### src/backlight_pkg.sv
// constants, register map and types for the ambient backlight block
// assumes a 100 MHz clock and the register port of i2c_reg_port
package backlight_pkg;
    localparam logic [6:0] DEV_ADDR = 7'h60;
    localparam logic [7:0] ADDR_CHAN_EN = 8'h00;
    localparam logic [7:0] ADDR_FADE = 8'h0d;
    localparam logic [7:0] ADDR_CFG_PRI = 8'h0e;
    localparam logic [7:0] ADDR_CFG_BIAS = 8'h0f;
    localparam logic [7:0] ADDR_CFG_POLL = 8'h10;
    localparam logic [7:0] ADDR_LEVEL_RD = 8'h11;
    localparam logic [7:0] ADDR_LVL_FIRST = 8'h12;
    localparam logic [7:0] ADDR_LVL_LAST = 8'h21;
    localparam logic [7:0] ADDR_SUB_THR = 8'h22;
    localparam logic [7:0] ADDR_SUB_CTRL = 8'h23;
    localparam int FADE_EN_BIT = 0;
    localparam int FADE_INIT_BIT = 1;
    localparam int GAIN_MODE_BIT = 1;
    localparam int CURVE_BIT = 2;
    localparam int LINEAR_BIT = 3;
    localparam int POLL_CODE_LSB = 4;
    localparam int POLL_MODE_BIT = 6;
    localparam int POLL_TRIG_BIT = 7;
    localparam int SUB_EN_BIT = 0;
    localparam int SUB_DIR_BIT = 1;
    localparam int THR_HIGH_LSB = 4;
    localparam int THR_LOW_LSB = 0;
    localparam int SIGN_BIT = 4;
    localparam logic [7:0] CFG_RESET = 8'h00;
    localparam logic [4:0] SUB_FLOOR = 5'h00;
    localparam logic [4:0] SUB_CEIL = 5'h16;
    localparam logic [3:0] GAIN_SWITCH_LEVEL = 4'h8;
    localparam int CLK_KHZ = 100000;
    localparam int POLL_STEP_MS = 500;
    localparam int POLL_STEP_CYCLES = POLL_STEP_MS * CLK_KHZ;
    localparam logic [7:0] LEVEL_DEFAULT [16] = '{
        8'h04, 8'h05, 8'h06, 8'h08, 8'h0a, 8'h0d, 8'h10, 8'h14,
        8'h19, 8'h20, 8'h28, 8'h33, 8'h40, 8'h50, 8'h65, 8'h7f};
    typedef enum logic [3:0] {
        I2C_IDLE, I2C_ADDR, I2C_ADDR_ACK, I2C_PTR, I2C_PTR_ACK,
        I2C_DATA, I2C_DATA_ACK, I2C_SEND, I2C_MACK
    } i2c_state_t;
endpackage

### src/regbus_if.sv
// register access between the serial port and the register file
// assumes both ends share clk
`timescale 1ns/100ps
`default_nettype none
interface regbus_if;
    logic wrStb;
    logic [7:0] addr;
    logic [7:0] wdata;
    logic [7:0] rdata;
    modport link (output wrStb, output addr, output wdata, input rdata);
    modport regs (input wrStb, input addr, input wdata, output rdata);
endinterface
`default_nettype wire

### src/ambient_light_backlight_control.sv
// ambient light driven backlight current selection and register file
// assumes a converter on clk answering convStart with one convDone pulse
// Notes on behaviour
// - sixteen level registers, logarithmic defaults
// - each sample picks matching level as current
// - host rewrites of levels are used afterwards
// - linearity and curve selects reset to one
// - auto gain: low gain bright, high dim
// - manual gain: low gain resistor only
// - two-bit code picks 0.5 to 2 s
// - auto polling samples every elapsed period
// - manual polling: timer never starts samples
// - track enable lets secondary follow brightness
// - four-bit high and low thresholds compared
// - dimming: above high floor, below low ceiling
// - brightening: above high ceiling, below low floor
// - tracking masks fade enable and fade initial
// - reading reports level low four, sign bit4
`timescale 1ns/100ps
`default_nettype none
module ambient_light_backlight_control #(
    parameter int pollStepCycles = backlight_pkg::POLL_STEP_CYCLES
) (
    input wire logic clk,
    input wire logic rst,
    input wire logic scl,
    input wire logic sdaIn,
    output logic sdaOut,
    output logic sdaOe,
    output logic convStart,
    input wire logic convDone,
    input wire logic [4:0] convLevel,
    output logic gainHigh,
    output logic [7:0] backlightCurrent,
    output logic [4:0] subCurrent,
    output logic subTracking,
    output logic fadeEnable,
    output logic fadeInitial,
    output logic [7:0] channelEnable,
    output logic linearSensor,
    output logic linearCurve,
    output logic [7:0] biasConfig
);
    import backlight_pkg::*;

    regbus_if bus ();

    logic [7:0] chanEn_r;
    logic [7:0] fade_r;
    logic [7:0] cfgPri_r;
    logic [7:0] cfgBias_r;
    logic [7:0] cfgPoll_r;
    logic [4:0] level_r;
    logic [7:0] lvlTbl_r [16];
    logic [7:0] subThr_r;
    logic [7:0] subCtrl_r;
    logic [31:0] pollCnt_r;
    logic busy_r;
    logic [3:0] wrIdx;
    logic [3:0] rdIdx;
    logic [3:0] sampleIdx;
    logic [7:0] selCur;
    logic [31:0] curLimit;
    logic manualTrig;
    logic timerFire;
    logic pollMode;
    logic gainManual;
    logic subEn;
    logic subDir;
    logic [3:0] thrHigh;
    logic [3:0] thrLow;

    function automatic logic inTable(input logic [7:0] a);
        return a >= ADDR_LVL_FIRST && a <= ADDR_LVL_LAST;
    endfunction

    function automatic logic [3:0] tableIdx(input logic [7:0] a);
        return 4'(a - ADDR_LVL_FIRST);
    endfunction

    // period is (code + 1) half-second steps
    function automatic logic [31:0] pollLimit(input logic [1:0] code);
        return 32'(({30'h0, code} + 32'h1) * 32'(pollStepCycles) - 32'h1);
    endfunction

    i2c_reg_port port (
        .clk(clk),
        .rst(rst),
        .scl(scl),
        .sdaIn(sdaIn),
        .sdaOut(sdaOut),
        .sdaOe(sdaOe),
        .bus(bus)
    );

    assign wrIdx = tableIdx(bus.addr);
    assign rdIdx = tableIdx(bus.addr);
    assign manualTrig = bus.wrStb && bus.addr == ADDR_CFG_POLL && bus.wdata[POLL_TRIG_BIT];
    assign pollMode = cfgPoll_r[POLL_MODE_BIT];
    assign gainManual = cfgPri_r[GAIN_MODE_BIT];
    assign subEn = subCtrl_r[SUB_EN_BIT];
    assign subDir = subCtrl_r[SUB_DIR_BIT];
    assign thrHigh = subThr_r[THR_HIGH_LSB +: 4];
    assign thrLow = subThr_r[THR_LOW_LSB +: 4];
    // negative readings count as the darkest level
    assign sampleIdx = convLevel[SIGN_BIT] ? 4'h0 : convLevel[3:0];
    assign selCur = lvlTbl_r[sampleIdx];
    assign curLimit = pollLimit(cfgPoll_r[POLL_CODE_LSB +: 2]);
    assign timerFire = !pollMode && pollCnt_r >= curLimit;

    // register file
    always_ff @(posedge clk) begin
        if (rst) begin
            chanEn_r <= CFG_RESET;
            fade_r <= CFG_RESET;
            cfgPri_r <= CFG_RESET;
            cfgBias_r <= CFG_RESET;
            cfgPoll_r <= CFG_RESET;
            subThr_r <= CFG_RESET;
            subCtrl_r <= CFG_RESET;
            lvlTbl_r <= LEVEL_DEFAULT;
        end else if (bus.wrStb) begin
            if (bus.addr == ADDR_CHAN_EN) begin
                chanEn_r <= bus.wdata;
            end
            if (bus.addr == ADDR_FADE) begin
                fade_r <= bus.wdata;
            end
            if (bus.addr == ADDR_CFG_PRI) begin
                cfgPri_r <= bus.wdata;
            end
            if (bus.addr == ADDR_CFG_BIAS) begin
                cfgBias_r <= bus.wdata;
            end
            if (bus.addr == ADDR_CFG_POLL) begin
                // trigger bit is a strobe, never stored
                cfgPoll_r <= bus.wdata & ~(8'h01 << POLL_TRIG_BIT);
            end
            if (bus.addr == ADDR_SUB_THR) begin
                subThr_r <= bus.wdata;
            end
            if (bus.addr == ADDR_SUB_CTRL) begin
                subCtrl_r <= bus.wdata;
            end
            if (inTable(bus.addr)) begin
                lvlTbl_r[wrIdx] <= bus.wdata;
            end
        end
    end

    // read mux; unmapped addresses read zero
    always_comb begin
        bus.rdata = 8'h00;
        if (inTable(bus.addr)) begin
            bus.rdata = lvlTbl_r[rdIdx];
        end else if (bus.addr == ADDR_CHAN_EN) begin
            bus.rdata = chanEn_r;
        end else if (bus.addr == ADDR_FADE) begin
            bus.rdata = fade_r;
        end else if (bus.addr == ADDR_CFG_PRI) begin
            bus.rdata = cfgPri_r;
        end else if (bus.addr == ADDR_CFG_BIAS) begin
            bus.rdata = cfgBias_r;
        end else if (bus.addr == ADDR_CFG_POLL) begin
            bus.rdata = cfgPoll_r;
        end else if (bus.addr == ADDR_LEVEL_RD) begin
            bus.rdata = {3'h0, level_r};
        end else if (bus.addr == ADDR_SUB_THR) begin
            bus.rdata = subThr_r;
        end else if (bus.addr == ADDR_SUB_CTRL) begin
            bus.rdata = subCtrl_r;
        end
    end

    // polling timer, held at zero in manual mode
    always_ff @(posedge clk) begin
        if (rst || pollMode || timerFire) begin
            pollCnt_r <= 32'h0;
        end else begin
            pollCnt_r <= pollCnt_r + 32'h1;
        end
    end

    // conversion request; a request while busy is dropped
    always_ff @(posedge clk) begin
        if (rst) begin
            convStart <= 1'b0;
            busy_r <= 1'b0;
        end else begin
            convStart <= (timerFire || manualTrig) && !busy_r && !convStart;
            if (convStart) begin
                busy_r <= 1'b1;
            end else if (convDone) begin
                busy_r <= 1'b0;
            end
        end
    end

    always_ff @(posedge clk) begin
        if (rst) begin
            level_r <= 5'h00;
        end else if (convDone) begin
            level_r <= convLevel;
        end
    end

    always_ff @(posedge clk) begin
        if (rst) begin
            backlightCurrent <= LEVEL_DEFAULT[0];
        end else if (convDone) begin
            backlightCurrent <= selCur;
        end
    end

    always_ff @(posedge clk) begin
        if (rst) begin
            gainHigh <= 1'b1;
        end else if (gainManual) begin
            gainHigh <= 1'b0;
        end else if (convDone) begin
            gainHigh <= sampleIdx < GAIN_SWITCH_LEVEL;
        end
    end

    // secondary group stepping between floor and ceiling
    always_ff @(posedge clk) begin
        if (rst) begin
            subCurrent <= SUB_FLOOR;
        end else if (subEn && convDone) begin
            if (sampleIdx > thrHigh) begin
                subCurrent <= subDir ? SUB_CEIL : SUB_FLOOR;
            end else if (sampleIdx < thrLow) begin
                subCurrent <= subDir ? SUB_FLOOR : SUB_CEIL;
            end
        end
    end

    always_ff @(posedge clk) begin
        if (rst) begin
            fadeEnable <= 1'b0;
            fadeInitial <= 1'b0;
            subTracking <= 1'b0;
        end else begin
            fadeEnable <= fade_r[FADE_EN_BIT] && !subEn;
            fadeInitial <= fade_r[FADE_INIT_BIT] && !subEn;
            subTracking <= subEn;
        end
    end

    always_ff @(posedge clk) begin
        if (rst) begin
            channelEnable <= 8'h00;
            linearSensor <= 1'b1;
            linearCurve <= 1'b1;
            biasConfig <= 8'h00;
        end else begin
            channelEnable <= chanEn_r;
            linearSensor <= !cfgPri_r[LINEAR_BIT];
            linearCurve <= !cfgPri_r[CURVE_BIT];
            biasConfig <= cfgBias_r;
        end
    end
endmodule
`default_nettype wire

### src/i2c_reg_port.sv
// two-wire serial slave with register pointer and auto-increment
// assumes scl and sda arrive asynchronously; sda pad is open drain
`timescale 1ns/100ps
`default_nettype none
module i2c_reg_port (
    input wire logic clk,
    input wire logic rst,
    input wire logic scl,
    input wire logic sdaIn,
    output logic sdaOut,
    output logic sdaOe,
    regbus_if.link bus
);
    import backlight_pkg::*;
    logic [1:0] sclSync_r;
    logic [1:0] sdaSync_r;
    logic sclPrev_r;
    logic sdaPrev_r;
    logic [7:0] shift_r;
    logic [3:0] bitCnt_r;
    logic [7:0] ptr_r;
    logic mack_r;
    logic wrStb_r;
    i2c_state_t state_r;
    logic sclNow;
    logic sdaNow;
    logic start;
    logic stop;
    logic rise;
    logic fall;

    always_ff @(posedge clk) begin
        if (rst) begin
            sclSync_r <= 2'h3;
            sdaSync_r <= 2'h3;
            sclPrev_r <= 1'b1;
            sdaPrev_r <= 1'b1;
        end else begin
            sclSync_r <= {sclSync_r[0], scl};
            sdaSync_r <= {sdaSync_r[0], sdaIn};
            sclPrev_r <= sclSync_r[1];
            sdaPrev_r <= sdaSync_r[1];
        end
    end
    assign sclNow = sclSync_r[1];
    assign sdaNow = sdaSync_r[1];
    assign start = sclNow & sclPrev_r & sdaPrev_r & ~sdaNow;
    assign stop = sclNow & sclPrev_r & ~sdaPrev_r & sdaNow;
    assign rise = sclNow & ~sclPrev_r;
    assign fall = ~sclNow & sclPrev_r;

    always_ff @(posedge clk) begin
        sdaOut <= 1'b0;
    end

    always_ff @(posedge clk) begin
        if (rst) begin
            state_r <= I2C_IDLE;
            shift_r <= 8'h00;
            bitCnt_r <= 4'h0;
            ptr_r <= 8'h00;
            mack_r <= 1'b0;
            wrStb_r <= 1'b0;
            sdaOe <= 1'b0;
        end else begin
            wrStb_r <= 1'b0;
            if (start) begin
                state_r <= I2C_ADDR;
                bitCnt_r <= 4'h0;
                sdaOe <= 1'b0;
            end else if (stop) begin
                state_r <= I2C_IDLE;
                sdaOe <= 1'b0;
            end else if (rise) begin
                if (state_r inside {I2C_ADDR, I2C_PTR, I2C_DATA}) begin
                    shift_r <= {shift_r[6:0], sdaNow};
                    bitCnt_r <= bitCnt_r + 4'h1;
                end else if (state_r == I2C_SEND) begin
                    bitCnt_r <= bitCnt_r + 4'h1;
                end else if (state_r == I2C_MACK) begin
                    mack_r <= ~sdaNow;
                end
            end else if (fall) begin
                unique case (state_r)
                    I2C_ADDR: begin
                        if (bitCnt_r == 4'h8 && shift_r[7:1] == DEV_ADDR) begin
                            sdaOe <= 1'b1;
                            state_r <= I2C_ADDR_ACK;
                        end else if (bitCnt_r == 4'h8) begin
                            state_r <= I2C_IDLE;
                        end
                    end
                    I2C_ADDR_ACK: begin
                        bitCnt_r <= 4'h0;
                        if (shift_r[0]) begin
                            shift_r <= bus.rdata;
                            sdaOe <= ~bus.rdata[7];
                            state_r <= I2C_SEND;
                        end else begin
                            sdaOe <= 1'b0;
                            state_r <= I2C_PTR;
                        end
                    end
                    I2C_PTR, I2C_DATA: begin
                        if (bitCnt_r == 4'h8) begin
                            sdaOe <= 1'b1;
                            bitCnt_r <= 4'h0;
                            if (state_r == I2C_PTR) begin
                                ptr_r <= shift_r;
                                state_r <= I2C_PTR_ACK;
                            end else begin
                                wrStb_r <= 1'b1;
                                state_r <= I2C_DATA_ACK;
                            end
                        end
                    end
                    I2C_PTR_ACK, I2C_DATA_ACK: begin
                        sdaOe <= 1'b0;
                        if (state_r == I2C_DATA_ACK) begin
                            ptr_r <= ptr_r + 8'h01;
                        end
                        state_r <= I2C_DATA;
                    end
                    I2C_SEND: begin
                        if (bitCnt_r == 4'h8) begin
                            sdaOe <= 1'b0;
                            ptr_r <= ptr_r + 8'h01;
                            state_r <= I2C_MACK;
                        end else begin
                            shift_r <= {shift_r[6:0], 1'b0};
                            sdaOe <= ~shift_r[6];
                        end
                    end
                    I2C_MACK: begin
                        bitCnt_r <= 4'h0;
                        if (mack_r) begin
                            shift_r <= bus.rdata;
                            sdaOe <= ~bus.rdata[7];
                            state_r <= I2C_SEND;
                        end else begin
                            state_r <= I2C_IDLE;
                        end
                    end
                    I2C_IDLE: begin
                        sdaOe <= 1'b0;
                    end
                    default: state_r <= I2C_IDLE;
                endcase
            end
        end
    end

    assign bus.wrStb = wrStb_r;
    assign bus.addr = ptr_r;
    assign bus.wdata = shift_r;
endmodule
`default_nettype wire

### config.mk
export PLATFORM = sky130hd
export DESIGN_NAME = ambient_light_backlight_control
export DESIGN_NICKNAME = d
export VERILOG_FILES = /design/src/backlight_pkg.sv /design/src/regbus_if.sv /design/src/ambient_light_backlight_control.sv /design/src/i2c_reg_port.sv
export SDC_FILE = /design/constraint.sdc
export NUM_CORES = 1
export LEC_CHECK = 0
export BUFFER_PORTS_ARGS = -buffer_cell sky130_fd_sc_hd__buf_4
export CORE_MARGIN = 10
export CORE_UTILIZATION = 26
export DETAILED_ROUTE_END_ITERATION = 8
export HOLD_SLACK_MARGIN = 0.02
export PLACE_DENSITY = 0.47
export SYNTH_ARGS = -nofsm -noshare
export SYNTH_HDL_FRONTEND = slang
export SYNTH_SLANG_ARGS = --single-unit
### constraint.sdc
create_clock -name clk -period 7.2 [get_ports clk]
set_clock_uncertainty 0.15 [all_clocks]
set_input_delay 0.36 -clock clk [delete_from_list [all_inputs] [get_ports clk]]
set_output_delay 0.36 -clock clk [all_outputs]
set_load 0.01 [all_outputs]
# After elaboration in Yosys (flattened, before gate mapping)
# Cells that the tools add are included.
dict set report totals {
  ff_bits 290
  latch_bits 0
  ramBits 0
  mem_bits_ro 0
  out_inout_bits 38
  memories 0
}
dict set report op_classes {
  n_addsub 6
  multipliers 1
  n_div 0
  n_lt_le_gt_ge 9
  n_eq_ne 35
  shift 0
  mux 63
  bitwise 24
  n_reduce_logical 56
}
# cell n
set ops {}
lappend ops {{$mux W8} 24}
lappend ops {{$bwmux W128} 1}
lappend ops {{$bmux W8 S4} 2}
lappend ops {{$pmux W8 S3} 2}
lappend ops {{$mux W4} 9}
lappend ops {{$add A32 B1 Y32 const B} 1}
lappend ops {{$demux W8 S4} 1}
lappend ops {{$ge A32 B32 Y1} 1}
lappend ops {{$sub A29 B1 Y30 const B} 1}
lappend ops {{$pmux W4 S7} 1}
lappend ops {{$eq A8 B4 Y1 const B} 3}
lappend ops {{$reduce_and A6 Y1} 4}
lappend ops {{$mul A3 B19 Y22 const B} 1}
lappend ops {{$mux W5} 4}
lappend ops {{$reduce_and A2 Y1} 9}
lappend ops {{$eq A4 B3 Y1 const B} 4}
lappend ops {{$eq A8 B5 Y1 const B} 2}
lappend ops {{$eq A8 B6 Y1 const B} 2}
lappend ops {{$ne A3 B1 Y1 const B} 5}
lappend ops {{$not A1 Y1} 15}
lappend ops {{$mux W1} 14}
lappend ops {{$reduce_bool A3 Y1} 4}
lappend ops {{$logic_and A1 B1 Y1} 11}
lappend ops {{$ge A5 B5 Y1 const B} 2}
lappend ops {{other kinds (41)} 71}

# Depth between registers and ports, before layout
# Gate-level depths: netlist of run 1.
dict set report depth {
  depth_word 14
  ltp_mapped 18
  depth_no_buf 15
}

# Modules after synthesis
# From an unflattened synthesis of run 1, not the netlist that was laid out.
dict set report hier_totals {
  hier_cells 1603
  hier_area_um2 15348.5
}
# mod n_inst cells_each area_each_um2 seq_area_each_um2
set by_module_without_submodules {}
lappend by_module_without_submodules {ambient_light_backlight_control 1 1351 13218.9 5064.9}
lappend by_module_without_submodules {i2c_reg_port 1 252 2129.5 660.6}

# Least setup slack after synthesis of run 1
# OpenSTA, ideal clock, no wires.
dict set report synth_path {
  path_kind {register to register}
  start {reg cfgPoll_r[4]}
  end {reg pollCnt_r[10]}
  arrival_ns 3.827
  path_slack_ns 3.158
  path_stages_with_launch 18
  cell_sequence {dfxtp_1 -> clkbuf_1 -> inv_1 -> ha_1 -> xnor2_1 -> ha_1 -> a21oi_1 -> xnor2_1 -> nand4_1 -> xnor2_1 -> ha_1 -> nand4_1 -> a21oi_1 -> o31a_1 -> or4b_1 -> clkbuf_1 -> clkbuf_1 -> nor2_1}
}
dict set report synth_via {
  elab_chain_len 6
}
# element line_no
set synth_rtl {}
lappend synth_rtl {{from (decl)} ambient_light_backlight_control.sv:52} ;# logic [7:0] cfgPoll_r;
lappend synth_rtl {{from (signal assigned)} ambient_light_backlight_control.sv:137} ;# cfgPoll_r <= bus.wdata & ~(8'h01 << POLL_TRIG_BIT);
lappend synth_rtl {{$add A2 B1 Y3} ambient_light_backlight_control.sv:83} ;# return 32'(({30'h0, code} + 32'h1) * 32'(pollStepCycles) - 32'h1);
lappend synth_rtl {{$mul A3 B19 Y22} ambient_light_backlight_control.sv:83}
lappend synth_rtl {{$sub A29 B1 Y30} ambient_light_backlight_control.sv:83}
lappend synth_rtl {{$ge A32 B32 Y1} ambient_light_backlight_control.sv:109} ;# assign timerFire = !pollMode && pollCnt_r >= curLimit;
lappend synth_rtl {{$logic_and A1 B1 Y1} ambient_light_backlight_control.sv:109}
lappend synth_rtl {{$logic_or A1 B1 Y1} ambient_light_backlight_control.sv:177} ;# if (rst || pollMode || timerFire) begin
lappend synth_rtl {{to (signal assigned)} ambient_light_backlight_control.sv:180} ;# pollCnt_r <= pollCnt_r + 32'h1;
lappend synth_rtl {{to (decl)} ambient_light_backlight_control.sv:57} ;# logic [31:0] pollCnt_r;
# Every way passes these cells.
# A chain may end at the register's enable or synchronous reset.

# Final worst setup path of run 1
dict set report layout_path {
  start {reg cfgPoll_r[4]}
  end {reg pollCnt_r[15]}
}
# The elaborated chain is that of the path after synthesis.

==> summary.md, run 1 <==
| Metric | Value |
|---|---|
| Post-synth top area cell | `dfxtp_1` |
| Compound-Gate Fraction of Synth Area | `0.112` |
| Detail Route Antenna Nets | `0` |
| Routed WL per cell | `19.4 um` |
| Largest stage delay on the critical path | `1020 ps` |
| VDD IR-drop max | `0.000157 V` |
| Worst hold-check path type | `input port to flip-flop` |
| Final setup violation count | `0` |
| Min-delay src | `rst` |
| Max-Cap Viols | `0` |
| Ys async rst share | `0` |
| Worst-skew pair later-pin latency | `550 ps` |
| Post-CTS setup buffer count | `0` |
| Starting Density | `0.263` |
| Mapped Avg Cell Area | `9.43 um2` |
| CTS H-tree depth | `2` |
| Vias in the first global route | `11700` |
| Synth top area cells | `dfxtp_1 38%, mux2i_1 12%, mux4_2 8.6%` |
| 1st-pass router iterations | `5` |
| Final WL | `46400 um` |
| DR vias/cell | `5.04` |
| Slew Limit Fails | `0` |
| Max Clk Rate | `0.211 GHz` |
| Port Buf Inserts | `44` |
| Initial antenna violation count | `0` |
| Worst setup SP type | `flip-flop` |
| Synth Area in XOR/XNOR | `0.0241` |
| Hold Slack | `48.4 ps` |
| Post-DP HPWL | `30100 um` |
| WS Path Type | `flip-flop to flip-flop` |
| FF-to-FF End | `pollCnt_r[15]` |
| Post-Syn Instances | `1614` |
| Slew margin rel. | `0.252` |
| Layout Nets | `1666` |
| Number of flops mapped to enable cells by yosys | `0` |
| Number of CTS-inserted buffers | `35` |
| Iter 0 DRT Violations | `871` |
| Largest family of logic cells by synthesized area | `multiplexers` |
| Cell variety after synth | `79` |
| Final core utilization | `0.300` |
| Row cnt | `88` |
| Final GP Congestion | `0.831` |
| Power Density | `202 nW/um2` |
| Crit-path max FO | `32` |
| Yosys reg bits | `286` |
| Leak pwr | `0.00750 uW` |
| Critical Path RT | `7510 ps` |
| Hold Path Stages | `2` |
| Grt total ovfl | `0` |
| Pin count of the biggest net entering global routing | `155` |
| Crit path launch | `cfgPoll_r[4]` |
| Synth Area in Simple Gates | `0.182` |
| Final setup TNS | `0 ps` |
| Overall routing resource usage | `0.134` |
| Area grow syn2layout | `13.9%` |
| Synth Area in Adders | `0.0469` |
| Die H | `262 um` |
| Antenna cells | `0` |
| Tcrit/Tclk final | `0.657` |
| Seq/Total Area, Yosys | `0.376` |
| Top post-synthesis cells by count | `286 x dfxtp_1, 230 x nor2_1, 181 x mux2i_1` |
| Synth Cell Area | `15200 um2` |
| Final min period | `4730 ps` |
| Status | `finished, final reports clean` |
| Die area | `68600 um2` |
| Die width | `262 um` |
| Mux cell area share after synthesis | `0.208` |
| Final std cells w/o fill | `2388` |
| Crit. End Element | `flip-flop` |
| # DRC | `0` |
| Worst-path cell chain | `inv_1, ha_1, xnor2_1, ha_1, a21oi_1, xnor2_1, nand4_1, xnor2_1, ha_1, nand4_1, a21oi_1, o31a_1, or4b_1, a21oi_1` |
| Reg2reg setup slack | `2470 ps` |
| Worst EP arrival | `5040 ps` |
| CTS max path bufs | `3` |
| RSZ-0062 raised after global routing | `no` |
| Post-Place Cells | `2320` |
| Io pins | `48` |
| Slowest cell on crit path | `or4b_1` |
| R2r startpoint | `cfgPoll_r[4]` |
| Sink Count | `286` |
| First-pass GRT wire length | `71700 um` |
| Core area | `57800 um2` |
| Predominant post-synthesis flop cell | `dfxtp_1` |
| Endpoint, Worst Hold | `port.bus.addr[7]` |
| Hold Fails Final Rpt | `0` |
| YS warnings | `0` |
| Most common cell in the netlist | `dfxtp_1` |
| Clk slew on worst S/H paths | `60 ps` |
| Tightest Pin Transition | `1120 ps` |
| R2R depth | `14` |
| Vias post-DR | `12000` |
| Post-synth top area share | `0.376` |
| CTS tree | `built` |
| Root Driver | `clkbuf_16` |
| Layout cells sized above 1 | `0.134` |
## cell families after synthesis
| logic type | count (synthesis) |
|---|---|
| buf+inv | 172 |
| fa+ha+maj | 57 |
| compound gates | 266 |
| xor+xnor | 41 |
| other cells | 2 |
| mux | 243 |
| flops | 286 |
| simple gates | 547 |
## cells in the final DEF (no fill, tap or decap), types with 29 or more instances in the layout
cell	Yosys	routed
dfxtp_1	286	284
inv_1	38	38
buf_4	10	66
mux2i_1	181	181
nor2_1	230	230
a21oi_1	72	72
nand2_1	122	122
o21ai_0	59	59
mux4_2	58	58
nand3_1	43	43
clkbuf_16	0	36
xor2_1	29	29
ha_1	57	57
## flip-flops by register name (all words and copies together) (netlist names), 4 cells and up
register          cells
chanEn_r              8
pollCnt_r            32
port.bus.addr         8
fade_r                8
cfgPoll_r             7
biasConfig            8
subThr_r              8
lvlTbl_r            128
level_r               5
port.bitCnt_r         4
subCtrl_r             8
cfgPri_r              8
port.bus.wdata        8
cfgBias_r             8
channelEnable         8
backlightCurrent      8
port.state_r          4
## stage by stage
stage / worst slack [ps] / instance area (um2) / total power (uW)
6_report: 2470 / 17300 / 3500
5_1_grt: 2140 / 17300 / 3630
4_1_cts: 2470 / 17300 / 3560
3_5_place_dp: 2470 / 16100 / 1770
3_3_place_gp: 2540 / 16100 / 1770
2_1_floorplan: 3160 / 15200 / 1720
## worst max path at each step
stage	end	depth (start not counted)
2_1_floorplan	pollCnt_r[10]	17
3_3_place_gp	pollCnt_r[15]	14
3_5_place_dp	pollCnt_r[15]	14
4_1_cts	pollCnt_r[15]	14
5_1_grt	pollCnt_r[15]	14
6_report	pollCnt_r[15]	14
## area by class of cell
class / count / area (um2)
clock buffer: 51 / 1010
multi-input combinational: 1161 / 8760
sequential: 286 / 5730
clock inverter: 10 / 123
inverter: 40 / 150
fill: 6062 / 40500
timing repair buffer: 75 / 597
tap: 765 / 957
## routing by layer
metal  vias to the layer above  wire length [um]  global-route usage
met1                      5890             21900               0.187
met4                         0              1160              0.0425
met3                        76              2730              0.0221
li1                       5737                 -                   -
met2                       341             20600               0.206
met5                         -                 0                   0
## power breakdown
group	total (uW)	switching [uW]	internal [uW]
Sequential	1600	8.16	1590
Clock	1770	720	1050
Combinational	139	91.1	47.7
Total	3500	819	2680
## repair_timing
item                      in CTS  in global routing
hold buffers                   7                  0
hold endpoints to repair       7                  0
gates resized for setup        0                  0
## critical path, delay by kind of cell, from the launching register on
family / cells / cell delay (ps)
AOI/OAI and AO/OA: 4 / 780
xor gates and xnor gates: 3 / 480
adders and majority gates: 3 / 1020
buffers and inverters: 1 / 280
and+or+nand+nor: 3 / 1270
DFF: 1 / 630
(Power assumes the default switching activity.)
==> run 2: changes to the inputs <==
ABC_AREA = 1   (was default)
clock period = 4.7 ns   (was 7.2 ns; I/O delays follow)
==> summary.md, run 2 <==
| Metric | Value |
|---|---|
| P_int | `4220 uW (was 2680 uW)` |
| Initial antenna violation count | `1 (was 0)` |
| Final setup violation count | `0 (unchanged)` |
| Most common cell in the netlist | `a21oi_1 (was dfxtp_1)` |
| Crit path launch | `cfgPoll_r[4] (unchanged)` |
| Leak pwr | `0.00678 uW (was 0.00750 uW)` |
| Max-Cap Viols | `0 (unchanged)` |
| Most frequent cells in the layout | `336 x a21oi_1, 322 x o21ai_0, 285 x dfxtp_1 (was 284 x dfxtp_1, 230 x nor2_1, 181 x mux2i_1)` |
| Number of CTS-inserted buffers | `36 (was 35)` |
| Starting Density | `0.264 (was 0.263)` |
| Post-synth top area share | `0.383 (was 0.376)` |
| Final GP Congestion | `0.864 (was 0.831)` |
| CTS H-tree depth | `2 (unchanged)` |
| Final min period | `4040 ps (was 4730 ps)` |
| Layout fillers | `6111 (was 6062)` |
| Tcrit/Tclk final | `0.860 (was 0.657)` |
| Worst hold-check path type | `flip-flop to flip-flop (was input port to flip-flop)` |
| Routed WL per cell | `18.1 um (was 19.4 um)` |
| RSZ-0062 raised after global routing | `no (unchanged)` |
| Crit. End Element | `flip-flop (unchanged)` |
| Synth Cell Area | `15000 um2 (was 15200 um2)` |
| CTS tree | `built (unchanged)` |
| Layout cells sized above 1 | `0.0900 (was 0.134)` |
| Post-Syn Instances | `2109 (was 1614)` |
| Crit-path max FO | `32 (unchanged)` |
| Seq/Total Area, Yosys | `0.383 (was 0.376)` |
| Sw Ratio | `0.233 (was 0.234)` |
| Biggest regs | `lvlTbl_r x128, pollCnt_r x32 (unchanged)` |
| Ys async rst share | `0 (unchanged)` |
| Pin count of the biggest net entering global routing | `88 (was 155)` |
| Overall routing resource usage | `0.150 (was 0.134)` |
| Iter 0 DRT Violations | `896 (was 871)` |
| Vias in the first global route | `13900 (was 11700)` |
| Detail Route Antenna Nets | `0 (unchanged)` |
| CTS max path bufs | `3 (unchanged)` |
| FF-to-FF End | `pollCnt_r[19] (was pollCnt_r[15])` |
| Io pins | `48 (unchanged)` |
| YS warnings | `0 (unchanged)` |
| Total Power | `5500 uW (was 3500 uW)` |
| Mapped Avg Cell Area | `7.09 um2 (was 9.43 um2)` |
| Row cnt | `87 (was 88)` |
| Sink Count | `286 (unchanged)` |
| # DRC | `0 (unchanged)` |
| WS Path Type | `flip-flop to flip-flop (unchanged)` |
| Cell variety after synth | `51 (was 79)` |
| Reg2reg setup slack | `660 ps (was 2470 ps)` |
| Flop pwr share | `0.446 (was 0.456)` |
| Tightest Pin Transition | `1030 ps (was 1120 ps)` |
| Post-DP HPWL | `34700 um (was 30100 um)` |
| Final WL | `52100 um (was 46400 um)` |
| Max FFs per register | `128 (unchanged)` |
| Final setup TNS | `0 ps (unchanged)` |
| 1st-pass router iterations | `5 (unchanged)` |
| DR vias/cell | `4.98 (was 5.04)` |
| Area grow syn2layout | `14.9% (was 13.9%)` |
| Port Buf Inserts | `44 (unchanged)` |
| Most common cell after layout, fill and taps aside | `a21oi_1 (was dfxtp_1)` |
| Predominant post-synthesis flop cell | `dfxtp_1 (unchanged)` |
| Worst-skew pair later-pin latency | `550 ps (about the same)` |
| Post-synth top area cell | `dfxtp_1 (unchanged)` |
| Vias post-DR | `14300 (was 12000)` |
| Layout Nets | `2168 (was 1666)` |
| Clk slew on worst S/H paths | `50 ps (was 60 ps)` |
| Synth top area cells | `dfxtp_1 38%, a21oi_1 11%, o21ai_0 11% (was dfxtp_1 38%, mux2i_1 12%, mux4_2 8.6%)` |
| Most flop-heavy register | `lvlTbl_r (unchanged)` |
| Die width | `260 um (was 262 um)` |
| Top post-synthesis cells by count | `336 x a21oi_1, 322 x o21ai_0, 286 x dfxtp_1 (was 286 x dfxtp_1, 230 x nor2_1, 181 x mux2i_1)` |
| Number of flops mapped to enable cells by yosys | `0 (unchanged)` |
| Slew Limit Fails | `0 (unchanged)` |
| Die H | `260 um (was 262 um)` |
| Max Clk Rate | `0.248 GHz (was 0.211 GHz)` |
| Sw power | `1280 uW (was 819 uW)` |
| First-pass GRT wire length | `80400 um (was 71700 um)` |
| Comb power frac | `0.046 (was 0.040)` |
| Worst EP arrival | `4300 ps (was 5040 ps)` |
| Yosys reg bits | `286 (unchanged)` |
| Power Density | `320 nW/um2 (was 202 nW/um2)` |
| Status | `finished, final reports clean (unchanged)` |
| Hold Fails Final Rpt | `0 (unchanged)` |
| VDD IR-drop max | `0.000225 V (was 0.000157 V)` |
| Final core utilization | `0.303 (was 0.300)` |
| Root Driver | `clkbuf_16 (unchanged)` |
| Die area | `67500 um2 (was 68600 um2)` |
| R2r startpoint | `cfgPoll_r[4] (unchanged)` |
| Antenna cells | `0 (unchanged)` |
| Core area | `56700 um2 (was 57800 um2)` |
| Grt total ovfl | `0 (unchanged)` |
| Critical Path RT | `4960 ps (was 7510 ps)` |
| # resized after CTS | `0 (unchanged)` |
| Crit path to | `pollCnt_r[19] (was pollCnt_r[15])` |
| Slew margin rel. | `0.313 (was 0.252)` |
| Clock Power Share | `0.509 (was 0.504)` |
| R2R depth | `20 (was 14)` |
| Worst setup SP type | `flip-flop (unchanged)` |
## run 2: changes by cell type after synthesis, moves of 15 or more
cell	previous run	this run
a21oi_1	72	336
o21ai_0	59	322
mux2i_1	181	0
inv_1	38	209
nand2_1	122	265
nor2_1	230	148
mux4_2	58	0
nand3_1	43	93
o211ai_1	11	58
nor2b_1	29	0
o22ai_1	21	0
a22oi_1	18	1
inv_2	1	16
## run 2: repair_timing
item	4_1_cts	5_1_grt
buffers inserted	0	0
hold buffers	14	0
endpoints found under the hold margin	15	0
## run 2: final cells by class
type	instances	area, um2	area share
repair buffers	82	663	0.0386
flip-flops and latches	286	5730	0.333
well taps	756	946	0.0551
clock inverters	11	144	0.00837
inverters	232	878	0.0511
clock buffers	49	1030	0.0601
multi-input cells	1463	7790	0.453
## run 2: worst min-delay path by stage
| stage | from | cells past startpoint | endpoint | slack (ps) |
|---|---|---|---|---|
| floorplan | scl | 1 | port.sclSync_r[0] | 190 |
| global placement | port.sdaSync_r[0] | 1 | port.sdaSync_r[1] | 250 |
| detailed placement | port.sclSync_r[0] | 1 | port.sclSync_r[1] | 250 |
| CTS | port.sdaSync_r[0] | 1 | port.sdaSync_r[1] | 250 |
| global route | port.sdaSync_r[0] | 1 | port.sdaSync_r[1] | 280 |
| finish | port.sdaSync_r[0] | 1 | port.sdaSync_r[1] | 250 |
## run 2: stage by stage
stage               hold slack [ps]  instances  cell area, um2  setup WS, ps
floorplan                       189       2114           15000          1200
global placement                252       2805           15900           656
detailed placement              252       2805           15900           617
CTS                             253       2879           17200           615
global route                    277       2879           17200           152
finish                          252       2879           17200           660
## run 2: critical path: stages, from the launching register on
cell and delay (ps):
dfxtp_1 520, inv_1 270, ha_1 470, inv_1 70, nor2_1 120, nor2_1 70, ha_1 200, a21oi_1 230
inv_1 70, nor2_1 120, a22oi_1 100, xnor2_1 150, ha_1 300, nand4_1 120, nor3_1 170, nand3_1 110
nand2_1 70, nand2_1 70, nand3_1 70, buf_4 350, nor2_1 80
## run 2: layer usage
metal / track usage / vias to the layer above / share of wire
met5: 0 / - / 0.00025
li1: - / 7115 / -
met2: 0.243 / 388 / 0.45
met4: 0.0586 / 2 / 0.033
met3: 0.0256 / 81 / 0.061
met1: 0.197 / 6756 / 0.45
## run 2: logic make-up after synthesis
group	synth area share
buffers and inverters	0.0976
AO/OA/AOI/OAI	0.270
adder cells (fa/ha/maj)	0.0477
other	0.000502
flip-flops	0.383
XOR/XNOR	0.0146
AND/OR/NAND/NOR	0.187
## run 2: power groups by stage
stage | logic [uW] | clock network [uW] | registers, uW
3_5_place_dp | 240 | 0 | 2500
4_1_cts | 250 | 2890 | 2450
3_3_place_gp | 239 | 0 | 2500
6_report | 251 | 2800 | 2450
2_1_floorplan | 151 | 0 | 2500
5_1_grt | 276 | 2970 | 2450
